### src/logic/cbha_pkg.sv
/*
  Constants and carrier types for the CPU bus hold arbiter.
  Assumes a single 100 MHz clock domain with synchronous active-high reset.
*/
`default_nettype none

package cbha_pkg;

  // Synchroniser depth for every pin input
  localparam int unsigned SYNC_STAGES = 3;

  // Clock period in ns, kept for reference by any derived count
  localparam int unsigned CLK_PERIOD_NS = 10;

  // Pin inputs as one bundle
  typedef struct packed {
    logic master_cycle_request;
    logic cpu_release_ack;
    logic narrow_dma_addr_enable_n;
    logic wide_dma_addr_enable_n;
    logic local_master_request_n;
  } cbha_pins_t;

  localparam int unsigned PINS_W = $bits(cbha_pins_t);

  // Idle level of each pin: requests off, active-low enables high
  localparam cbha_pins_t PINS_IDLE = '{
    master_cycle_request:     1'h0,
    cpu_release_ack:          1'h0,
    narrow_dma_addr_enable_n: 1'h1,
    wide_dma_addr_enable_n:   1'h1,
    local_master_request_n:   1'h1
  };

  // DMA cycle decode results
  typedef struct packed {
    logic narrow_cycle;
    logic wide_cycle;
    logic width_conflict;
    logic cycle_start;
  } cbha_dma_status_t;

  localparam cbha_dma_status_t DMA_STATUS_RESET = '{
    narrow_cycle:   1'h0,
    wide_cycle:     1'h0,
    width_conflict: 1'h0,
    cycle_start:    1'h0
  };

  // Output reset levels
  localparam logic RELEASE_REQ_RESET = 1'h0;
  localparam logic MASTER_ACK_RESET  = 1'h0;
  localparam logic LOCAL_GRANT_N_RESET = 1'h1;

  typedef enum logic {
    CBHA_OWN_DMA,
    CBHA_OWN_LOCAL
  } cbha_owner_t;

  typedef enum logic [2:0] {
    CBHA_IDLE,
    CBHA_HOLD_REQ,
    CBHA_GRANT,
    CBHA_DROP,
    CBHA_RELEASE
  } cbha_state_t;

endpackage

`default_nettype wire

### src/logic/cbha_sync.sv
/*
  Three-stage pin synchroniser with agreement filter.
  Assumes inputs are asynchronous to clock; output changes once stages two and three agree.
*/
`default_nettype none

module cbha_sync #(
  parameter int unsigned                   WIDTH     = 1,
  parameter logic [WIDTH-1:0]              RESET_VAL = '0
) (
  input  wire logic             clock,
  input  wire logic             srst,
  input  wire logic             clk_en,
  input  wire logic [WIDTH-1:0] din,
  output logic      [WIDTH-1:0] dout
);

  logic [WIDTH-1:0] s1_ff;
  logic [WIDTH-1:0] s2_ff;
  logic [WIDTH-1:0] s3_ff;
  logic [WIDTH-1:0] dout_ff;
  logic [WIDTH-1:0] differ;

  // Stage one feeds stage two only, keeping metastability away from any gate
  always_ff @(posedge clock) begin
    if (srst) begin
      s1_ff <= RESET_VAL;
      s2_ff <= RESET_VAL;
      s3_ff <= RESET_VAL;
    end else if (clk_en) begin
      s1_ff <= din;
      s2_ff <= s1_ff;
      s3_ff <= s2_ff;
    end
  end

  assign differ = s2_ff ^ s3_ff;

  // A bit moves only where the two late stages agree
  always_ff @(posedge clock) begin
    if (srst) begin
      dout_ff <= RESET_VAL;
    end else if (clk_en) begin
      dout_ff <= (s2_ff & ~differ) | (dout_ff & differ);
    end
  end

  assign dout = dout_ff;

endmodule

`default_nettype wire

### src/logic/cbha_arbiter.sv
/*
  CPU bus hold arbiter: takes DMA/master and local-master requests, obtains the
  CPU buses through the release handshake, grants them and decodes DMA width.
  Assumes all pin inputs are asynchronous and pass the three-stage synchroniser,
  and that the CPU floats its pins before acknowledging release.
*/
`default_nettype none

// Summary of operation
// - Drive release request to take CPU buses
// - Grant only after CPU release acknowledge seen
// - Drive master-cycle acknowledge high when the DMA side is granted
// - Narrow enable low marks 8-bit DMA cycle
// - Wide enable low marks 16-bit DMA cycle
// - Local master request answered by low grant
module cbha_arbiter (
  input  wire logic                       clock,
  input  wire logic                       srst,
  input  wire logic                       clk_en,
  input  wire logic                       master_cycle_request,
  input  wire logic                       cpu_release_ack,
  input  wire logic                       narrow_dma_addr_enable_n,
  input  wire logic                       wide_dma_addr_enable_n,
  input  wire logic                       local_master_request_n,
  output logic                            cpu_release_request,
  output logic                            master_cycle_ack,
  output logic                            local_master_grant_n,
  output cbha_pkg::cbha_dma_status_t      dma_status
);

  cbha_pkg::cbha_pins_t   pins_raw;
  cbha_pkg::cbha_pins_t   pins;
  cbha_pkg::cbha_state_t  state_ff;
  cbha_pkg::cbha_state_t  nxt_state;
  cbha_pkg::cbha_owner_t  owner_ff;
  cbha_pkg::cbha_owner_t  nxt_owner;
  cbha_pkg::cbha_owner_t  last_owner_ff;
  logic                   release_req_ff;
  logic                   master_ack_ff;
  logic                   local_grant_n_ff;
  cbha_pkg::cbha_dma_status_t dma_status_ff;
  logic                   dma_req;
  logic                   local_req;
  logic                   owner_req;
  logic                   dma_granted;
  logic                   any_enable_ff;
  logic                   any_enable;

  assign pins_raw = '{
    master_cycle_request:     master_cycle_request,
    cpu_release_ack:          cpu_release_ack,
    narrow_dma_addr_enable_n: narrow_dma_addr_enable_n,
    wide_dma_addr_enable_n:   wide_dma_addr_enable_n,
    local_master_request_n:   local_master_request_n
  };

  cbha_sync #(
    .WIDTH     (cbha_pkg::PINS_W),
    .RESET_VAL (cbha_pkg::PINS_IDLE)
  ) u_sync (
    .clock  (clock),
    .srst   (srst),
    .clk_en (clk_en),
    .din    (pins_raw),
    .dout   (pins)
  );

  assign dma_req   = pins.master_cycle_request;
  assign local_req = ~pins.local_master_request_n;
  assign owner_req = (owner_ff == cbha_pkg::CBHA_OWN_DMA) ? dma_req : local_req;

  // Requester choice: alternate after a tenure so neither side starves
  always_comb begin
    nxt_owner = owner_ff;
    if (state_ff == cbha_pkg::CBHA_IDLE) begin
      if (dma_req && local_req) begin
        nxt_owner = (last_owner_ff == cbha_pkg::CBHA_OWN_DMA) ? cbha_pkg::CBHA_OWN_LOCAL
                                                              : cbha_pkg::CBHA_OWN_DMA;
      end else if (local_req) begin
        nxt_owner = cbha_pkg::CBHA_OWN_LOCAL;
      end else if (dma_req) begin
        nxt_owner = cbha_pkg::CBHA_OWN_DMA;
      end
    end
  end

  always_comb begin
    nxt_state = state_ff;
    unique case (state_ff)
      cbha_pkg::CBHA_IDLE: begin
        // A stale acknowledge from the last tenure must clear before a new hold
        if ((dma_req || local_req) && !pins.cpu_release_ack) begin
          nxt_state = cbha_pkg::CBHA_HOLD_REQ;
        end
      end
      cbha_pkg::CBHA_HOLD_REQ: begin
        // The hold cannot be retracted mid-handshake; wait for the CPU either way
        if (pins.cpu_release_ack) begin
          nxt_state = owner_req ? cbha_pkg::CBHA_GRANT : cbha_pkg::CBHA_RELEASE;
        end
      end
      cbha_pkg::CBHA_GRANT: begin
        if (!owner_req) begin
          nxt_state = cbha_pkg::CBHA_DROP;
        end
      end
      cbha_pkg::CBHA_DROP: begin
        nxt_state = cbha_pkg::CBHA_RELEASE;
      end
      cbha_pkg::CBHA_RELEASE: begin
        if (!pins.cpu_release_ack) begin
          nxt_state = cbha_pkg::CBHA_IDLE;
        end
      end
      // Three spare codes exist; an upset lands back in idle
      default: begin
        nxt_state = cbha_pkg::CBHA_IDLE;
      end
    endcase
  end

  always_ff @(posedge clock) begin
    if (srst) begin
      state_ff <= cbha_pkg::CBHA_IDLE;
    end else if (clk_en) begin
      state_ff <= nxt_state;
    end
  end

  always_ff @(posedge clock) begin
    if (srst) begin
      owner_ff      <= cbha_pkg::CBHA_OWN_DMA;
      last_owner_ff <= cbha_pkg::CBHA_OWN_LOCAL;
    end else if (clk_en) begin
      owner_ff <= nxt_owner;
      if (state_ff == cbha_pkg::CBHA_DROP) begin
        last_owner_ff <= owner_ff;
      end
    end
  end

  // Release request held from request through the drop cycle
  always_ff @(posedge clock) begin
    if (srst) begin
      release_req_ff <= cbha_pkg::RELEASE_REQ_RESET;
    end else if (clk_en) begin
      release_req_ff <= (nxt_state == cbha_pkg::CBHA_HOLD_REQ) ||
                        (nxt_state == cbha_pkg::CBHA_GRANT) ||
                        (nxt_state == cbha_pkg::CBHA_DROP);
    end
  end

  // Acknowledge and grant only in the granted state, which follows the CPU's release
  always_ff @(posedge clock) begin
    if (srst) begin
      master_ack_ff <= cbha_pkg::MASTER_ACK_RESET;
    end else if (clk_en) begin
      master_ack_ff <= (nxt_state == cbha_pkg::CBHA_GRANT) &&
                       (nxt_owner == cbha_pkg::CBHA_OWN_DMA);
    end
  end

  always_ff @(posedge clock) begin
    if (srst) begin
      local_grant_n_ff <= cbha_pkg::LOCAL_GRANT_N_RESET;
    end else if (clk_en) begin
      local_grant_n_ff <= !((nxt_state == cbha_pkg::CBHA_GRANT) &&
                            (nxt_owner == cbha_pkg::CBHA_OWN_LOCAL));
    end
  end

  // Width decode is meaningful only while the DMA side holds the buses
  assign dma_granted = (state_ff == cbha_pkg::CBHA_GRANT) && (owner_ff == cbha_pkg::CBHA_OWN_DMA);
  assign any_enable  = !pins.narrow_dma_addr_enable_n || !pins.wide_dma_addr_enable_n;

  always_ff @(posedge clock) begin
    if (srst) begin
      any_enable_ff <= 1'h0;
    end else if (clk_en) begin
      any_enable_ff <= dma_granted && any_enable;
    end
  end

  always_ff @(posedge clock) begin
    if (srst) begin
      dma_status_ff <= cbha_pkg::DMA_STATUS_RESET;
    end else if (clk_en) begin
      dma_status_ff.narrow_cycle   <= dma_granted && !pins.narrow_dma_addr_enable_n;
      dma_status_ff.wide_cycle     <= dma_granted && !pins.wide_dma_addr_enable_n;
      dma_status_ff.width_conflict <= dma_granted && !pins.narrow_dma_addr_enable_n &&
                                      !pins.wide_dma_addr_enable_n;
      dma_status_ff.cycle_start    <= dma_granted && any_enable && !any_enable_ff;
    end
  end

  assign cpu_release_request  = release_req_ff;
  assign master_cycle_ack     = master_ack_ff;
  assign local_master_grant_n = local_grant_n_ff;
  assign dma_status           = dma_status_ff;

endmodule

`default_nettype wire

### config.mk
export PLATFORM = sky130hd
export DESIGN_NAME = cbha_arbiter
export DESIGN_NICKNAME = d
export VERILOG_FILES = /design/src/logic/cbha_pkg.sv /design/src/logic/cbha_sync.sv /design/src/logic/cbha_arbiter.sv
export SDC_FILE = /design/constraint.sdc
export NUM_CORES = 1
export LEC_CHECK = 0
export ABC_CLOCK_PERIOD_IN_PS = 2600
export BUFFER_PORTS_ARGS = -buffer_cell sky130_fd_sc_hd__buf_4
export CORE_MARGIN = 2
export CORE_UTILIZATION = 50
export CTS_BUF_LIST = sky130_fd_sc_hd__clkbuf_16
export DETAILED_ROUTE_END_ITERATION = 6
export HOLD_SLACK_MARGIN = 0.03
export MAX_ROUTING_LAYER = met4
export PLACE_DENSITY_LB_ADDON = 0.08
export SETUP_SLACK_MARGIN = 0.2
export SLEW_MARGIN = 20
export SYNTH_ARGS = -nofsm -noshare
export SYNTH_HDL_FRONTEND = slang
export SYNTH_SLANG_ARGS = --single-unit
export TNS_END_PERCENT = 10
### constraint.sdc
create_clock -name clock -period 2.6 [get_ports clock]
set_input_delay 0.26 -clock clock [delete_from_list [all_inputs] [get_ports clock]]
set_output_delay 0.26 -clock clock [all_outputs]
set_load 0.05 [all_outputs]
==> impl_summary.txt, run 1 <==
----------------------------------------------------
[Setup path]
  Critical Path Slowest Stage Cell ... sky130_fd_sc_hd__dfxtp_1
  Worst R2R Path Depth ... 4
  Type of destination of the critical path ... flop
  Largest fanout of any net on the critical path ... 12
  Startpoint Class ... flop
  Setup CP Type ... flop to flop
  Critical Path RT ... around 2.8 ns
  Largest delay share family, worst path ... flip-flops
  Worst stage delay on the critical path ... around 0.58 ns
  Reg-to-Reg End ... dma_status[1]
  Data arrival, critical path ... 1.69 ns
  Reg2reg start ... state_ff[1]
  Reg-to-reg setup timing slack ... approximately 1.1 ns
  Worst path cell trace ... nand2b_4 > or3_4 > o32a_1 > nor2_1
  Bufs and invs on worst path ... 0

[STA]
  RSZ-0062 raised after global routing ... false
  Min Hold Slack ... 0.209 ns
  Setup Viol. Count Final ... 0
  Fin. Hold Viols ... 0
  Setup total negative slack ... 0 ns
  Maximum clock frequency ... 678 MHz
  Worst Max-Slew Pin Slew ... about 0.43 ns
  Post-layout worst setup margin ... 1.13 ns
  Max-slew violations ... 0
  Final Cycle Share ... around 57%
  Remaining max-slew budget at the tightest pin ... a little under three quarters
  Post-Route Skew ... around 0.0029 ns
  Time the worst path needs with I/O delays and setup ... 1.47 ns

[Cells and area]
  Multi-input combinational cell area ... roughly 690 sq um
  Count of inserted antenna diode cells ... 0
  Commonest non-fill, non-tap cell in the layout ... sky130_fd_sc_hd__dfxtp_1
  Total of fill cells in the finished design ... 267
  Share of layout cells above drive strength 1 ... 15.6%
  Count of nets after finishing ... 175
  Area growth from synthesis to layout ... 13.8%
  Post-Layout Inst Area ... 1640 sq um
  Leading cell types in the layout, fill and taps excluded ... sky130_fd_sc_hd__dfxtp_1 (33), sky130_fd_sc_hd__nand2_1 (18), sky130_fd_sc_hd__nor2_1 (15), sky130_fd_sc_hd__mux2i_1 (15), sky130_fd_sc_hd__buf_4 (14)
  Sequential cell area in the final layout ... around 660 sq um

[Hold path]
  Hold EP ... u_sync.s1_ff[1]
  Worst hold path cell count ... 3
  Worst min-delay path category ... primary input to flop
  Startpoint of the worst hold path ... wide_dma_addr_enable_n

[Die]
  Ports ... 15
  Die Outline Area ... ~3300 sq um
  Die Height ... 57.7 microns
  Standard cell core area ... 2760 sq um
  Initial standard-cell utilization of the core ... 52.3%
  Width of the die ... 57.7 microns
  Placement Rows ... 19

[Clock tree]
  Clock slew seen by the registers of the worst setup and hold paths ... 0.05 ns
  TritonCTS clock tree ... built
  Clock Root Buffer ... sky130_fd_sc_hd__clkbuf_16
  Clock latency on the worst-skew pair ... 0.27 ns
  H-Tree Depth ... 2
  Cts-stage hold buffer count ... 0
  Buffer depth of the longest clock path ... 2
  CTS Buf Count ... 5
  Clock tree sinks ... 33
  Post-CTS setup buffer count ... 0
  Number of instances resized during post-cts repair ... 0

[Power]
  Power density over the cells ... 672 nW/um^2
  Leakage ... 0.667 nW
  Maximum ir drop on the vdd rail ... about 700 uV

[Global route]
  Number of global-route vias before repair ... 1110
  Number of antenna violations at the first check in global routing ... 0
  Global router's overall resource usage ... 19.7%
  Remaining Overflow, GRT ... 0
  Wire length of the first global-routing pass ... 4.86 mm
  Pin count of the biggest net entering global routing ... 31

[Routing]
  Ratio of routed vias to standard cells ... 5.81
  Average wire length per cell after detail routing ... 13.3 microns
  Routed vias ... between 1k and 1.5k
  Detailed-router iteration count before antenna repair ... 4
  Iteration-0 DRC count of the detailed router ... 34
  Routed WL ... 2.63 mm
  DRC violation count after routing ... 0
  Number of antenna-violating nets in the routed design ... 0

[Logic synthesis]
  Gate Count Post-Synth ... 154
  Syn_area_per_cell ... ~9.4 sq um
  Count of cell types in the netlist ... 33
  Sequential share of the synthesized area ... 45.8%
  Number of warnings reported in the yosys synthesis log ... 0
  Post-synth ARST share ... 0%
  Netlist area before placement ... roughly 1400 sq um
  Number of enable flip-flop cells after synthesis ... 0
  Top flip-flop cell by instance count after synthesis ... sky130_fd_sc_hd__dfxtp_1
  Synthesized Nets ... approximately 160
  Seq cells post-synth ... 33

[Placement]
  Cell area reported after detailed placement ... ~1500 sq um
  Worst setup timing slack at the placement stage ... 1.01 ns
  Estimated wirelength of the detail-placed design ... ~1.8 mm
  Port Buffers ... 14
  Final estimated routing congestion in global placement ... 0.888

[Run]
  Number of maximum-capacitance constraint violations ... 0

[Status]
  Outcome ... completed

----------------------------------------------------
synthesized netlist by cell type (2+ instances only):
cell                        number  share of area (%)
sky130_fd_sc_hd__nand2_1        18                4.7
sky130_fd_sc_hd__dfxtp_1        33                 46
sky130_fd_sc_hd__nor2_1         15                3.9
sky130_fd_sc_hd__inv_1           5                1.3
sky130_fd_sc_hd__a2bb2oi_1       2                1.2
sky130_fd_sc_hd__mux2i_1        15                 10
sky130_fd_sc_hd__nor3_1          3                1.0
sky130_fd_sc_hd__nand3_1         3                1.0
sky130_fd_sc_hd__clkbuf_8        3                2.9
sky130_fd_sc_hd__a21o_2          2                1.2
sky130_fd_sc_hd__a32o_1          2                1.4
sky130_fd_sc_hd__a211o_1         2                1.2
sky130_fd_sc_hd__a21o_1          2                1.0
sky130_fd_sc_hd__nand2b_4        2                1.9
sky130_fd_sc_hd__a21oi_1        13                4.5
sky130_fd_sc_hd__o21ai_0        10                3.5
sky130_fd_sc_hd__buf_2           2               0.69
sky130_fd_sc_hd__a31oi_1         2               0.87
sky130_fd_sc_hd__buf_6           2                1.6
sky130_fd_sc_hd__nand2b_1        5                2.2
metrics by stage:
step	util [%]	total power, mW	cells
after CTS	59.5	1.12	198
after detailed placement	54.7	0.586	191
after floorplan	-	0.575	154
after global placement	54.7	0.583	191
after global routing	59.5	1.15	198
final	59.5	1.10	198
report_power, final:
group / total [mW] / switching [mW] / internal [mW]
Combinational: 0.0525 / 0.0303 / 0.0222
Sequential: 0.523 / 0.00676 / 0.517
Clock: 0.527 / 0.186 / 0.341
Total: 1.10 / 0.223 / 0.880
how the worst max path moves through the flow:
stage	start	endpoint	slack [ns]	depth (start not counted)
after global placement	clk_en	dma_status[1]	1.04	5
final	state_ff[1]	dma_status[1]	1.13	4
after floorplan	state_ff[0]	dma_status[1]	1.30	5
after global routing	state_ff[1]	dma_status[0]	1.00	4
after CTS	state_ff[1]	dma_status[1]	1.13	4
after detailed placement	clk_en	dma_status[1]	1.01	5
per-layer routing:
metal,vias to the layer above,track usage [%],share of wire (%)
met4,0,8.97,1.8
met3,5,6.25,4.4
met1,544,22.9,48
met5,-,-,0
li1,579,-,-
met2,22,31.0,45
final cells by class:
cell class,instances,share of cell area [%]
Clock buffer,5,7.62
Clock inverter,2,0.457
Inverter,5,1.14
Multi-Input combinational cell,108,41.8
Sequential cell,33,40.2
Tap cell,31,2.36
Timing Repair Buffer,14,6.40
tightest hold or removal path, stage by stage:
cell and delay, ns:
sky130_fd_sc_hd__buf_4 0.08, sky130_fd_sc_hd__mux2i_1 0.06, sky130_fd_sc_hd__nand2_1 0.06
cells by family (layout without fill, tap and decap cells):
| kind of cell | after synthesis | after routing | synth area share [%] |
|---|---|---|---|
| AOI/OAI and AO/OA | 44 | 44 | 20.4 |
| buffers and inverters | 13 | 26 | 6.68 |
| DFF | 33 | 33 | 45.8 |
| muxes | 16 | 16 | 11.2 |
| and+or+nand+nor | 48 | 48 | 16.0 |
No activity file was read; power rests on OpenSTA's default activity.
==> run 2, diff against run 1 <==
Settings changed: ABC_CLOCK_PERIOD_IN_PS 2600 to 1400.
Clock period 2.6 ns to 1.4 ns, I/O delays scaled along.
==> run 2 against run 1 <==
Critical path type unchanged. Wire length increased by 8.0%. Power increased by 110%. Worst hold slack got worse by 0.12 ns. Worst setup slack got worse by 1.1 ns.
==> impl_summary.txt, run 2 (same netlist as run 1, synthesis figures left out) <==
----------------------------------------------------
[STA]
  RSZ-0062 raised after global routing ... true
  Setup total negative slack ... 0 ns (unchanged)
  Maximum clock frequency ... 750 MHz (+11%)
  Post-Route Skew ... 0.00357 ns (+0.000653 ns)
  Fin. Hold Viols ... 0 (unchanged)
  Remaining max-slew budget at the tightest pin ... 74.4% (+3.4 points)
  Time the worst path needs with I/O delays and setup ... 1.33 ns (-0.140 ns)
  Worst Max-Slew Pin Slew ... 0.384 ns (-0.0502 ns)
  Setup Viol. Count Final ... 0 (unchanged)
  Final Cycle Share ... 95.3% (+39 points)
  Max-slew violations ... 0 (unchanged)

[Global route]
  Pin count of the biggest net entering global routing ... 22 (-29%)
  Number of global-route vias before repair ... 1138 (+2.5%)
  Number of antenna violations at the first check in global routing ... 0 (unchanged)
  Wire length of the first global-routing pass ... 5.13 mm (+5.5%)
  Remaining Overflow, GRT ... 0 (unchanged)
  Global router's overall resource usage ... 20.9% (+1.2 points)

[Power]
  Internal cell power ... 1.84 mW (+110%)
  Maximum ir drop on the vdd rail ... 1180 uV (+65%)
  Power density over the cells ... 1310 nW/um^2 (+94%)
  Sequential share of power ... 42.3% (-5.2 points)
  Power share of the combinational group ... 4.7% (about the same)
  Net switching power ... 452 uW (+100%)
  Switching share of total power ... 19.7% (-0.50 points)
  Leakage ... 0.720 nW (+7.9%)
  Clock share of power ... 52.9% (+5.1 points)

[Clock tree]
  Clock latency on the worst-skew pair ... 0.27 ns (about the same)
  Buffer depth of the longest clock path ... 2 (unchanged)
  Cts-stage hold buffer count ... 0 (unchanged)
  CTS Buf Count ... 5 (unchanged)
  H-Tree Depth ... 2 (unchanged)
  Clock slew seen by the registers of the worst setup and hold paths ... 0.05 ns (about the same)
  Post-CTS setup buffer count ... 0 (unchanged)
  TritonCTS clock tree ... built
  Clock Root Buffer ... sky130_fd_sc_hd__clkbuf_16
  Clock tree sinks ... 33 (unchanged)

[Die]
  Width of the die ... 57.7 microns (unchanged)
  Die Height ... 57.7 microns (unchanged)
  Initial standard-cell utilization of the core ... 52.3% (unchanged)
  Ports ... 15 (unchanged)
  Die Outline Area ... 3330 sq um (unchanged)
  Placement Rows ... 19 (unchanged)
  Standard cell core area ... 2760 sq um (unchanged)

[Routing]
  Average wire length per cell after detail routing ... 13.7 microns (+3.3%)
  DRC violation count after routing ... 0 (unchanged)
  Iteration-0 DRC count of the detailed router ... 44 (+29%)
  Ratio of routed vias to standard cells ... 5.67 (-2.4%)
  Routed vias ... 1173 (+2.0%)
  Number of antenna-violating nets in the routed design ... 0 (unchanged)
  Routed WL ... 2.84 mm (+8.0%)
  Detailed-router iteration count before antenna repair ... 5 (+1)

[Placement]
  Port Buffers ... 14 (unchanged)
  Final estimated routing congestion in global placement ... 0.832 (-6.2%)
  Estimated wirelength of the detail-placed design ... 2.00 mm (+12%)
  Placed Cells incl. Taps ... 199 (+4.2%)

[Hold path]
  Startpoint of the worst hold path ... narrow_dma_addr_enable_n
  Worst hold path cell count ... 3 (unchanged)
  Hold EP ... u_sync.s1_ff[2]
  Worst min-delay path category ... primary input to flop

[Cells and area]
  Final Instance Count excl. Fillers ... 207 (+4.5%)
  Final core utilization ... 63.6% (+4.1 points)
  Count of inserted antenna diode cells ... 0 (unchanged)
  Share of layout cells above drive strength 1 ... 24.4% (+8.9 points)
  Count of nets after finishing ... 183 (+4.6%)
  Leading cell types in the layout, fill and taps excluded ... sky130_fd_sc_hd__dfxtp_1 (28), sky130_fd_sc_hd__buf_4 (22), sky130_fd_sc_hd__nand2_1 (18)
  Commonest non-fill, non-tap cell in the layout ... sky130_fd_sc_hd__dfxtp_1
  Area growth from synthesis to layout ... 21.6%

[Setup path]
  Critical Path RT ... 1.62 ns (-1.19 ns)
  Reg2reg start ... state_ff[2]
  Startpoint Class ... flop
  Worst stage delay on the critical path ... 0.41 ns (-0.17 ns)
  Reg-to-Reg End ... dma_status[1]
  Setup CP Type ... flop to flop
  Worst path cell trace ... nand2b_4 > or3_4 > o32a_1 > nor2_1
  Largest fanout of any net on the critical path ... 7 (-5)
  Critical Path Slowest Stage Cell ... sky130_fd_sc_hd__or3_4
  Type of destination of the critical path ... flop
  Worst R2R Path Depth ... 4 (unchanged)
  Reg-to-reg setup timing slack ... 0.07 ns (-1.06 ns)
  Data arrival, critical path ... 1.55 ns (-0.14 ns)

[Run]
  Number of maximum-capacitance constraint violations ... 0 (unchanged)

[Status]
  Outcome ... completed

----------------------------------------------------
## run 2: timing repair
action	CTS	global route
gates resized for setup	3	5
pin swaps	0	1
setup endpoints to repair	12	12
## run 2: worst max-delay path: cells and delay by family (launching register included)
family           cells  cell delay (ns)
AND/OR/NAND/NOR      3             0.65
flip-flops           1             0.33
AO/OA/AOI/OAI        1             0.30
## run 2: cell type report
type	instances	area (sq um)
Tap cell	31	38.8
Inverter	5	18.8
Fill cell	240	1000
Clock buffer	5	125
Timing Repair Buffer	22	165
Clock inverter	3	41.3
Multi-Input combinational cell	108	698
Sequential cell	33	667
## run 2: metrics by stage
stage | setup WS (ns) | instance area (sq um) | total power [mW] | hold WS (ns)
CTS | 0.0560 | 1740 | 2.32 | 0.0830
floorplan | 0.0975 | 1440 | 1.07 | 0.268
global route | 0.00161 | 1750 | 2.37 | 0.112
global placement | 0.0979 | 1570 | 1.09 | 0.355
finish | 0.0659 | 1750 | 2.29 | 0.0849
detailed placement | 0.0622 | 1570 | 1.10 | 0.365
## run 2: worst max path at each step
| stage | start | endpoint | slack, ns |
|---|---|---|---|
| finish | state_ff[2] | dma_status[1] | 0.07 |
| global route | state_ff[2] | dma_status[1] | 0.002 |
| CTS | state_ff[2] | dma_status[1] | 0.06 |
| detailed placement | state_ff[0] | local_master_grant_n | 0.06 |
| global placement | state_ff[0] | dma_status[1] | 0.1 |
| floorplan | state_ff[0] | dma_status[1] | 0.1 |
## run 2: per-layer routing
layer / global-route usage [%] / share of wire, % / wire [microns]
met1: 23.8 / 46 / 1310
met2: 33.6 / 47 / 1340
met3: 4.91 / 4.5 / 128
met4: 12.0 / 2.3 / 64
met5: - / 0 / 0
## run 2: power groups by stage
stage / sequential [mW] / combinational [mW] / clock (mW)
finish: 0.970 / 0.108 / 1.21
global route: 0.971 / 0.121 / 1.28
CTS: 0.969 / 0.109 / 1.24
detailed placement: 0.989 / 0.108 / 0
global placement: 0.987 / 0.105 / 0
floorplan: 0.987 / 0.0814 / 0
